**src/logic/sw_timer_pkg.sv**
```systemverilog
package sw_timer_pkg;

    // register map, byte offsets inside the configuration region
    localparam logic [11:0] MILLI_OFS     = 12'hC60;
    localparam logic [11:0] MICRO_OFS     = 12'hC62;
    localparam logic [11:0] CFG_OFS       = 12'hC64;

    // field layout and reset values
    localparam int          LATCH_W       = 10;
    localparam int          CFG_XTAL_BIT  = 0;
    localparam logic [15:0] MILLI_RST     = 16'h0000;
    localparam logic [15:0] MILLI_MAX     = 16'hFFFF;
    localparam logic [9:0]  LATCH_RST     = 10'h000;
    localparam logic [9:0]  MICRO_RST     = 10'h000;
    localparam logic [9:0]  MICRO_LAST    = 10'h3E7;
    localparam logic        CFG_RST       = 1'b0;

    // timing: clock period and the rates derived from it
    localparam longint unsigned CLK_PERIOD_NS = 64'd40;
    localparam longint unsigned CLK_HZ        = 64'd1000000000 / CLK_PERIOD_NS;
    localparam longint unsigned TICK_HZ       = 64'd1000000;
    localparam longint unsigned XTAL_NOM_KHZ  = 64'd33333;
    localparam longint unsigned XTAL_ALT_KHZ  = 64'd33000;

    // fractional divider: add STEP each cycle, tick when the sum reaches the clock rate, or its value scaled for the 33.000 MHz crystal
    localparam int          ACC_W         = 26;
    localparam logic [25:0] ACC_STEP      = 26'(TICK_HZ);
    localparam logic [25:0] ACC_LIM_NOM   = 26'(CLK_HZ);
    localparam logic [25:0] ACC_LIM_ALT   = 26'(CLK_HZ * XTAL_ALT_KHZ / XTAL_NOM_KHZ);
    localparam logic [25:0] ACC_RST       = 26'h0000000;

    typedef enum logic [1:0] {
        ST_IDLE  = 2'b00,
        ST_UPPER = 2'b01
    } rd_state_type;

endpackage

```
**src/logic/us_tick_gen.sv**
```systemverilog
`timescale 1ns/1ps

module us_tick_gen
    import sw_timer_pkg::*;
(
    // clock and reset
    input  wire logic i_mclk,
    input  wire logic i_nrst,
    // calibration
    input  wire logic i_crystal_select,
    // one-cycle 1 MHz enable
    output logic      o_tick
);

    logic [ACC_W-1:0] acc_q;
    logic [ACC_W-1:0] acc_d;
    logic [ACC_W-1:0] sum;
    logic [ACC_W-1:0] lim;
    logic             tick_d;

    // a slower crystal slows the processor clock, so fewer clocks make a microsecond
    assign lim = i_crystal_select ? ACC_LIM_ALT : ACC_LIM_NOM;
    assign sum = acc_q + ACC_STEP;

    always_comb begin
        acc_d  = sum;
        tick_d = 1'b0;
        if (sum >= lim) begin
            acc_d  = sum - lim;
            tick_d = 1'b1;
        end
    end

    always_ff @(posedge i_mclk or negedge i_nrst) begin
        if (!i_nrst) begin
            acc_q  <= ACC_RST;
            o_tick <= 1'b0;
        end else begin
            acc_q  <= acc_d;
            o_tick <= tick_d;
        end
    end

endmodule // us_tick_gen

```
**src/logic/software_ms_us_timer.sv**
```systemverilog
`timescale 1ns/1ps

// Behaviour
// - keep a 16-bit read-only millisecond count advancing 1000 times per second.
// - system reset forces the millisecond count to zero.
// - reading the millisecond count returns it, then clears it to zero, or to one if a microsecond wrap lands in the same cycle.
// - reading the microsecond latch leaves the millisecond count unchanged.
// - a millisecond read captures the live microsecond count into the latch.
// - microsecond counter ticks at 1 MHz, counts 0 to 999, then wraps.
// - every microsecond wrap adds one to the millisecond count.
// - a 32-bit millisecond read runs as two 16-bit reads, ms then latch.
// - combined result has milliseconds low and latched microseconds high.
// - decode milliseconds at C60h, latch at C62h, crystal config at C64h.
// - latch is 10 bits in 9..0, upper bits read zero, reset zero.
// - config bit 0 selects crystal, 0 for 33.333 MHz, 1 for 33.000 MHz.
// - crystal select steers only this timer's tick.
module software_ms_us_timer
    import sw_timer_pkg::*;
(
    // clock and reset
    input  wire logic        i_mclk,
    input  wire logic        i_nrst,
    // register access
    input  wire logic [11:0] i_addr,
    input  wire logic        i_rd,
    input  wire logic        i_wr,
    input  wire logic        i_wide,
    input  wire logic [15:0] i_wdata,
    // read answer
    output logic [31:0]      o_rdata,
    output logic             o_rvalid,
    output logic             o_busy
);

    rd_state_type        state_q;
    logic [9:0]          micro_q;
    logic [15:0]         milli_q;
    logic [LATCH_W-1:0]  latch_q;
    logic                crystal_select_q;
    logic                tick;
    logic                wrap;
    logic                rd_take;
    logic                wr_take;
    logic                rd_milli;
    logic                rd_split;
    logic [15:0]         rd_word;

    // a request arriving during the second half of a split read is dropped
    assign o_busy   = (state_q != ST_IDLE);
    assign rd_take  = i_rd && (state_q == ST_IDLE);
    assign wr_take  = i_wr && (state_q == ST_IDLE);
    assign rd_milli = rd_take && (i_addr == MILLI_OFS);
    assign rd_split = rd_milli && i_wide;

    // tick feeds nothing but this timer
    us_tick_gen u_tick (
        .i_mclk           (i_mclk),
        .i_nrst           (i_nrst),
        .i_crystal_select (crystal_select_q),
        .o_tick           (tick)
    );

    assign wrap = tick && (micro_q == MICRO_LAST);

    always_ff @(posedge i_mclk or negedge i_nrst) begin
        if (!i_nrst) begin
            micro_q <= MICRO_RST;
        end else if (wrap) begin
            micro_q <= MICRO_RST;
        end else if (tick) begin
            micro_q <= micro_q + 10'h001;
        end
    end

    // a wrap in the same cycle as a clearing read is kept: the count restarts at one
    always_ff @(posedge i_mclk or negedge i_nrst) begin
        if (!i_nrst) begin
            milli_q <= MILLI_RST;
        end else if (wrap && rd_milli) begin
            milli_q <= 16'h0001;
        end else if (wrap) begin
            milli_q <= milli_q + 16'h0001;
        end else if (rd_milli) begin
            milli_q <= MILLI_RST;
        end
    end

    always_ff @(posedge i_mclk or negedge i_nrst) begin
        if (!i_nrst) begin
            latch_q <= LATCH_RST;
        end else if (rd_milli) begin
            latch_q <= micro_q;
        end
    end

    always_ff @(posedge i_mclk or negedge i_nrst) begin
        if (!i_nrst) begin
            crystal_select_q <= CFG_RST;
        end else if (wr_take && (i_addr == CFG_OFS)) begin
            crystal_select_q <= i_wdata[CFG_XTAL_BIT];
        end
    end

    always_comb begin
        rd_word = 16'h0000;
        case (i_addr)
            MILLI_OFS: rd_word = milli_q;
            MICRO_OFS: rd_word = {6'h00, latch_q};
            CFG_OFS:   rd_word = {15'h0000, crystal_select_q};
            default:   rd_word = 16'h0000;
        endcase
    end

    always_ff @(posedge i_mclk or negedge i_nrst) begin
        if (!i_nrst) begin
            state_q <= ST_IDLE;
        end else begin
            case (state_q)
                ST_IDLE:  state_q <= rd_split ? ST_UPPER : ST_IDLE;
                ST_UPPER: state_q <= ST_IDLE;
                default:  state_q <= ST_IDLE;
            endcase
        end
    end

    // second half reads the latch after it has taken the new value
    always_ff @(posedge i_mclk or negedge i_nrst) begin
        if (!i_nrst) begin
            o_rdata  <= 32'h00000000;
            o_rvalid <= 1'b0;
        end else if (state_q == ST_UPPER) begin
            o_rdata[31:16] <= {6'h00, latch_q};
            o_rvalid       <= 1'b1;
        end else if (rd_take) begin
            o_rdata  <= {16'h0000, rd_word};
            o_rvalid <= !rd_split;
        end else begin
            o_rvalid <= 1'b0;
        end
    end
endmodule // software_ms_us_timer

```
**config.mk**
```make
export PLATFORM = sky130hd
export DESIGN_NAME = software_ms_us_timer
export DESIGN_NICKNAME = d
export VERILOG_FILES = /design/src/logic/sw_timer_pkg.sv /design/src/logic/us_tick_gen.sv /design/src/logic/software_ms_us_timer.sv
export SDC_FILE = /design/constraint.sdc
export NUM_CORES = 1
export LEC_CHECK = 0
export BUFFER_PORTS_ARGS = -buffer_cell sky130_fd_sc_hd__buf_4
export CAP_MARGIN = 5
export CORE_MARGIN = 2
export CORE_UTILIZATION = 40
export CTS_BUF_LIST = sky130_fd_sc_hd__clkbuf_8
export DETAILED_ROUTE_END_ITERATION = 10
export PLACE_DENSITY = 0.7
export SYNTH_ARGS = -nofsm -noshare
export SYNTH_HDL_FRONTEND = slang
export SYNTH_HIERARCHICAL = 1
export SYNTH_SLANG_ARGS = --single-unit
```
**constraint.sdc**
```tcl
create_clock -name i_mclk -period 5.85 [get_ports i_mclk]
set_input_delay 0.2925 -clock i_mclk [delete_from_list [all_inputs] [get_ports i_mclk]]
set_output_delay 0.2925 -clock i_mclk [all_outputs]
set_load 0.01 [all_outputs]
```
After elaboration in Yosys (flattened, before gate mapping)
Cells that the tools add are included.
{ "totals": {"reg_bits": 99, "input_bits": 33, "output_inout_bits": 34, "elab_cells": 50} }
{ "op_classes": {"n_addsub": 4, "magnitude_cmp": 1, "eq_ne": 5, "n_mux": 15, "bitwise_logic": 1, "n_reduce_logical": 14} }
{ "ops": {"columns": ["cell", "n"], "rows": [
  ["16-bit two-way mux", 4],
  ["16-bit one-hot mux with 3 select lines", 1],
  ["12-bit equality test, second input constant", 3],
  ["32-bit two-way mux", 1],
  ["26-bit by 20-bit adder with 26-bit output, second input constant", 1],
  ["26-bit greater-or-equal comparator", 1],
  ["26-bit two-way mux", 1],
  ["26-bit subtractor", 1],
  ["10-bit two-way mux", 2],
  ["19-bit two-way mux", 1],
  ["16-bit by 1-bit adder with 16-bit output, second input constant", 1],
  ["10-bit by 1-bit adder with 10-bit output, second input constant", 1],
  ["10-bit equality test, second input constant", 1],
  ["1-bit logical AND", 7],
  ["2-bit nonzero test", 3],
  ["1-bit two-way mux", 5],
  ["3-bit nonzero test", 1],
  ["2-bit by 1-bit equality test with 1-bit output, second input constant", 1],
  ["2-bit zero test", 1],
  ["2-bit AND reduction", 1],
  ["1-bit zero test", 1],
  ["1-bit NOT", 1]
]} }

Depth between registers and ports, before layout
Gate-level depths: netlist (run 1).
{ "depth": {"ltp_word": 7, "mapped_depth": 17} }

Cells and area by module
Netlist (run 1), hierarchy kept.
{ "modules_own_cells": {"columns": ["mod", "instances", "cells_each", "area_per_inst_um2", "seq_area_each_um2"], "rows": [
  ["software_ms_us_timer", 1, 270, 3047.9, 1626.6],
  ["us_tick_gen", 1, 267, 2409.8, 675.6]
]} }

Worst setup path after synthesis (run 1)
Ideal clock, no wire load.
{ "synth_timing": {"path_type": "register -> register", "startpoint": "register u_tick.acc_q[6]", "endpoint": "register u_tick.acc_q[25]", "setup_ps": 125, "arrival_time_ps": 3252, "slack_ps": 2473, "stages_incl_launch_ff": 16, "n_path_buf": 2, "synth_period_minus_slack_ps": 3377, "cell_sequence": "dfrtp_1 ha_1 clkbuf_1 a21oi_1 nor2_1 xor2_1 ha_1 and2b_1 a211o_1 o311ai_1 o221ai_1 and3_2 nor2_4 buf_6 nor2_1 mux2_2"} }
{ "synth_between": {"elab_chain_cells": 3, "word_cells_on_any_way": 4, "classes_between": "add/sub: 2; order compare: 1; mux: 1"} }
{ "synth_rtl": {"columns": ["item", "line_no", "source"], "rows": [
  ["start, declared", "us_tick_gen.sv:15", "logic [ACC_W-1:0] acc_q;"],
  ["start signal, assigned", "us_tick_gen.sv:36", "acc_q <= ACC_RST;"],
  ["start signal, assigned", "us_tick_gen.sv:39", "acc_q <= acc_d;"],
  ["26-bit by 20-bit adder with 26-bit output *", "us_tick_gen.sv:23", "assign sum = acc_q + ACC_STEP;"],
  ["26-bit subtractor or 26-bit greater-or-equal comparator (tied branches)", "us_tick_gen.sv:29, us_tick_gen.sv:28", null],
  ["26-bit two-way mux *", "us_tick_gen.sv:28", "if (sum >= lim) begin"],
  ["net u_tick.acc_d[25]", "us_tick_gen.sv:16", "logic [ACC_W-1:0] acc_d;"]
]} }
Mark *: on every way through the listed nets, which the timed path passes. The rest lies on a longest branch.
A chain may end at the register's enable or synchronous reset.

Final worst setup path (run 1)
{ "layout_timing": {"startpoint": "register crystal_select_q", "endpoint": "register u_tick.acc_q[4]"} }
{ "layout_between": {"elab_chain_cells": 3, "word_cells_on_any_way": 4, "classes_between": "add/sub: 1; order compare: 1; mux: 2"} }
{ "layout_rtl": {"columns": ["item", "line_no", "source"], "rows": [
  ["start, declared", "software_ms_us_timer.sv:39", "logic crystal_select_q;"],
  ["start signal, assigned", "software_ms_us_timer.sv:100", "crystal_select_q <= i_wdata[CFG_XTAL_BIT];"],
  ["19-bit two-way mux *", "us_tick_gen.sv:22", "assign lim = i_crystal_select ? ACC_LIM_ALT : ACC_LIM_NOM;"],
  ["26-bit subtractor or 26-bit greater-or-equal comparator (tied branches)", "us_tick_gen.sv:29, us_tick_gen.sv:28", null],
  ["26-bit two-way mux *", "us_tick_gen.sv:28", null]
]} }
Mark *: on every way between the ends. The rest lies on a longest branch, timed or not.

==> results of run 1 <==
critical path: stages (launching register included):
cell and delay [ns]:
dfrtp_1 0.59, inv_1 0.26, fa_1 0.52, a2111oi_0 0.45, o21ai_1 0.11, a21o_1 0.25, o311ai_1 0.60, o221ai_1 0.33
and3_2 0.35, nor2_4 0.31, inv_2 0.27, nand3b_1 0.18, xnor2_1 0.13
layer usage:
metal  track usage (%)  vias to the layer above
li1                  -                     2021
met1              25.0                     2075
met2              29.2                      114
met3              2.45                       16
met4              5.67                        0
met5                 0                        -
layout make-up:
cell class	instances	area, um^2	area share, %
flip-flops and latches	92	2300	37.9
clock buffers	10	138	2.26
clock inverters	6	93.8	1.54
multi-input cells	407	2900	47.8
inverters	15	56.3	0.926
repair buffers	48	363	5.97
well taps	176	220	3.62
sequential cells by signal, summed over array words and instances (netlist names):
signal            cells
o_rvalid              1
crystal_select_q      1
micro_q              10
o_rdata              26
u_tick/acc_q         26
u_tick/o_tick         1
latch_q              10
state_q               1
milli_q              16
cell usage after synthesis (all sizes together) (10+ instances only):
| cell | instances |
|---|---|
| nand2 | 42 |
| buf | 19 |
| xnor2 | 32 |
| nor2 | 37 |
| mux2i | 11 |
| ha | 13 |
| inv | 15 |
| o21ai | 29 |
| nand4 | 10 |
| mux2 | 13 |
| nand3 | 22 |
| a21oi | 37 |
| xor2 | 11 |
| a22o | 17 |
| dfrtp | 92 |
| o31ai | 11 |
worst min path at each step:
stage	to	slack (ns)	depth (start not counted)
after floorplan	crystal_select_q	-0.003	0
after global placement	latch_q[8]	0.26	1
after detailed placement	latch_q[8]	0.27	1
after CTS	o_rvalid	0.09	2
after global routing	o_rvalid	0.1	2
final	o_rvalid	0.11	2
stage by stage:
stage	total power [mW]	utilization (%)	instance area, um^2
final	2.86	45.7	6080
after global routing	3.07	45.7	6080
after CTS	2.85	45.7	6080
after detailed placement	2.34	43.9	5840
after global placement	2.29	43.9	5840
after floorplan	2.13	-	5480
power groups by stage:
stage               sequential [mW]  combinational [mW]  clock [mW]
finish                        0.953                1.41       0.495
global route                  0.976                1.56       0.536
CTS                           0.951                1.39       0.506
detailed placement            0.963                1.38           0
global placement              0.954                1.33           0
floorplan                     0.879                1.25           0
timing repair:
item	in CTS	in global routing
endpoints found under the setup margin	0	0
hold buffers	1	0
endpoints found under the hold margin	34	0
gates resized for setup	0	0
kinds of logic after synthesis:
family | after synthesis | synth area share (%)
AOI/OAI and AO/OA | 134 | 17.7
xor gates and xnor gates | 43 | 7.18
adders and majority gates | 14 | 3.35
buffers and inverters | 43 | 4.95
DFF | 92 | 42.2
muxes | 24 | 4.70
other | 1 | 0.0687
and+or+nand+nor | 186 | 19.9
==> flow_metrics.py, run 1 <==
metrics = {
    "drt": {
        "vias": 4226,
        "routed_via_density": 5.60,
        "drc_errors": 0,
        "route.top_layer_used": "met4",
        "postRouteAntennaNets": 0,
        "met2RoutedLength_mm": 5.73,
        "wire_per_inst_um": 16.5,
        "wl_mm": 12.4,
        "wl_met1_mm": 6.02,
        "first_pass_iters": 5,
        "route.met3.wl_um": 501,
        "drtIter0Drc": 315,
    },
    "timing": {
        "max_freq_ghz": 0.225,
        "hold_violations": 0,
        "min_period_ns": 4.45,
        "setup_viol": 0,
        "period_share_pct": 76.0,
        "rsz0062_at_grt": "no",
        "drv_slew": 0,
        "layout_setup_ws_ns": 1.40,
        "finalClockSkew_ns": 0.00598,
        "tns_ns": 0,
        "slew_headroom_pct": 46.0,
        "whs_ns": 0.110,
        "worstMarginPinSlew_ns": 0.808,
    },
    "die": {
        "die_h_um": 121,
        "die-area_um2": 14600,
        "coreArea_um2": 13300,
        "rows": 42,
        "initial_core_util_pct": 41.1,
        "ios": 67,
        "die_w_um": 121,
    },
    "grt": {
        "antenna_found_initial": 0,
        "grt_use_total_pct": 18.0,
        "grt_pass1_wl_mm": 20.9,
        "grt_overflow_total": 0,
        "grt_max_degree": 59,
        "grt_pass1_vias": 4222,
    },
    "setup_path": {
        "r2r-start": "crystal_select_q",
        "reg2reg_slack_ns": 1.40,
        "crit_required_ns": 6.13,
        "critPathLaunch": "crystal_select_q",
        "startpoint_type": "register",
        "r2r-end": "u_tick/acc_q[4]",
        "crit_end": "u_tick/acc_q[4]",
        "worstPathMaxFanout": 21,
        "end_kind": "register",
        "worst-setup-path-type": "reg -> reg",
        "ff2ff_path_depth": 12,
        "cp.arrival_ns": 4.73,
    },
    "clock_tree": {
        "cts_made_buffers": 9,
        "cts_max_level": 3,
        "cts_setup_buffers": 0,
        "clkTransAtPathRegs_ns": 0.09,
        "clockBufferDepth": 2,
        "clockRootBuffer": "clkbuf_8",
        "cts_tree": "done",
        "clock_sinks": 92,
        "clk_latency_ns": 0.36,
    },
    "power": {
        "combPwrFrac_pct": 49.3,
        "cellLeakagePower_nw": 2.66,
        "clock_power_share_pct": 17.3,
        "cellInternalPower_mw": 1.63,
        "p_per_area_nw_per_um2": 471,
        "ir_drop_mv": 0.206,
        "p_seq_share_pct": 33.3,
        "p_switching_mw": 1.23,
        "swShare_pct": 42.9,
    },
    "synthesis": {
        "syn_area_um2": 5460,
        "yosysWarnings": 6,
        "netlist.top_cell.by_area": "dfrtp_1",
        "synth_seq_cells": 92,
        "synthArstFlopShare_pct": 100,
        "avgSynthCellArea_um2": 10.2,
        "synth_cell_types": 86,
        "ys_seq_area_share_pct": 42.2,
        "synthTopCellsByArea": "dfrtp_1, xnor2_1, a21oi_1, ha_1, nand2_1",
        "synth.top_cell.area_share_pct": 42.2,
        "postSynthCellCount": 537,
        "synth-edff-count": 0,
        "synth_ff_type": "dfrtp_1",
    },
    "flow_run": {
        "cap_violations": 0,
    },
    "layout": {
        "drive_above_1_share_pct": 20.8,
        "diodes": 0,
        "nNetsFinal": 620,
        "fin_cells": 754,
        "area_delta_synth_final_pct": 11.3,
        "final_cell_mix": "dfrtp_1, buf_4, nand2_1, nor2_1, a21oi_1",
        "fillers": 1256,
        "final_common_cell": "dfrtp_1",
    },
    "place": {
        "hpwl_mm": 9.00,
        "dp_cells": 737,
        "dp_slack_ns": 1.51,
        "gp_congestion": 0.879,
        "io_buffers": 45,
    },
    "run_status": {
        "status": "finished clean",
    },
    "worst_hold_path": {
        "hold_class": "in -> reg",
        "worstHoldStart": "i_wide",
    },
}
Power figures use the tool's default switching activity.
==> run 2: changes to the inputs <==
Settings changed: PLACE_DENSITY 0.7 to 0.72.
Clock period 5.85 ns to 4 ns, I/O delays scaled along.
==> flow_metrics.py, run 2 (synthesis results as in run 1) <==
metrics = {
    "run_status": {
        "status": "finished clean",
    },
    "worst_hold_path": {
        "hold_class": "in -> reg",
        "worstHoldStart": "i_wide",
    },
    "layout": {
        "nNetsFinal": 628,
        "final_cell_mix": "dfrtp_1, buf_4, nand2_1, nor2_1, a21oi_1",
        "final_common_cell": "dfrtp_1",
        "diodes": 0,
        "fillers": 1206,
        "fin_cells": 761,
        "area_delta_synth_final_pct": 11.9,
        "multi_input_area_um2": 2910,
        "largestRegisters": "o_rdata: 26 flops, u_tick/acc_q: 26 flops, milli_q: 16 flops",
        "fin_util_pct": 45.9,
        "drive_above_1_share_pct": 21.5,
        "seq_area_um2": 2300,
    },
    "grt": {
        "grt_max_degree": 49,
        "grt_pass1_vias": 4170,
        "antenna_found_initial": 0,
        "grt_overflow_total": 0,
        "grt_use_total_pct": 17.8,
        "grt_pass1_wl_mm": 20.6,
    },
    "die": {
        "die_w_um": 121,
        "die_h_um": 121,
        "initial_core_util_pct": 41.1,
        "die-area_um2": 14600,
        "rows": 42,
        "ios": 67,
        "coreArea_um2": 13300,
    },
    "setup_path": {
        "worst-setup-path-type": "reg -> reg",
        "startpoint_type": "register",
        "r2r-start": "u_tick/acc_q[6]",
        "worstPathMaxFanout": 21,
        "crit_required_ns": 4.28,
        "cp.arrival_ns": 4.00,
        "end_kind": "register",
        "critPathLaunch": "u_tick/acc_q[6]",
    },
    "timing": {
        "finalClockSkew_ns": 0.0115,
        "period_share_pct": 92.9,
        "drv_slew": 0,
        "setup_viol": 0,
        "rsz0062_at_grt": "no",
        "tns_ns": 0,
        "slew_headroom_pct": 43.6,
        "max_freq_ghz": 0.269,
        "layout_setup_ws_ns": 0.286,
        "worstMarginPinSlew_ns": 0.843,
        "whs_ns": 0.0358,
        "hold_violations": 0,
        "min_period_ns": 3.71,
    },
    "clock_tree": {
        "cts_tree": "done",
        "cts_made_buffers": 9,
        "clockRootBuffer": "clkbuf_8",
        "cts_max_level": 3,
        "clk_latency_ns": 0.36,
        "clock_sinks": 92,
        "clkTransAtPathRegs_ns": 0.09,
        "clockBufferDepth": 2,
    },
    "drt": {
        "drc_errors": 0,
        "vias": 4275,
        "first_pass_iters": 5,
        "postRouteAntennaNets": 0,
        "drtIter0Drc": 309,
        "routed_via_density": 5.62,
        "wl_mm": 12.7,
        "wire_per_inst_um": 16.7,
    },
    "power": {
        "p_per_area_nw_per_um2": 679,
        "cellLeakagePower_nw": 2.69,
        "ir_drop_mv": 0.316,
    },
    "place": {
        "gp_congestion": 0.927,
        "dp_slack_ns": 0.297,
        "io_buffers": 45,
        "dp_cells": 745,
        "hpwl_mm": 9.19,
    },
    "flow_run": {
        "cap_violations": 0,
    },
}
[run 2: final timing paths]
kind	slack, ns	cells past startpoint	endpoint
max reg2reg	0.29	14	u_tick/acc_q[4]
min reg2reg	0.49	2	u_tick/acc_q[0]
min	0.04	2	o_rvalid
min in group asynchronous	0.39	2	o_rdata[25]
max in group asynchronous	2.57	3	u_tick/acc_q[16]
max	0.29	14	u_tick/acc_q[4]
[run 2: metrics by stage]
stage	total power, mW	instance area, um^2
2_1_floorplan	3.12	5480
3_3_place_gp	3.41	5900
3_5_place_dp	3.47	5900
4_1_cts	4.11	6100
5_1_grt	4.43	6110
6_report	4.15	6110
[run 2: routing by layer]
metal	wire length [um]	track usage (%)
met5	0	0
met4	267	7.85
met3	595	2.31
met2	5820	27.6
met1	5990	24.9
[run 2: worst max-delay path, stage by stage (launching register included)]
cell      delay (ns)
dfrtp_1         0.45
ha_1            0.32
a21oi_1         0.33
nor2_1          0.11
xor2_1          0.17
ha_1            0.34
and2b_1         0.20
a211o_1         0.30
o311ai_1        0.13
o221ai_1        0.24
and3_2          0.31
nor2_4          0.12
clkinv_2        0.27
nand3b_1        0.22
xnor2_1         0.13
[run 2: power breakdown]
| part | internal [mW] | switching (mW) | total (mW) |
|---|---|---|---|
| clock network | 0.301 | 0.332 | 0.633 |
| logic | 0.955 | 1.17 | 2.12 |
| registers | 1.12 | 0.277 | 1.39 |
| total | 2.37 | 1.78 | 4.15 |
[run 2: cell type report]
cell class | instances | share of cell area [%]
Clock buffer | 10 | 2.25
Clock inverter | 5 | 0.902
Inverter | 15 | 0.943
Multi-Input combinational cell | 407 | 47.7
Sequential cell | 92 | 37.7
Tap cell | 176 | 3.61
Timing Repair Buffer | 56 | 6.93
[run 2: timing repair]
| item | in CTS | in global routing |
|---|---|---|
| hold buffers | 1 | 0 |
| endpoints found under the setup margin | 0 | 6 |
| gates resized for setup | 0 | 2 |
| hold endpoints to repair | 44 | 0 |
| setup buffers | 0 | 0 |
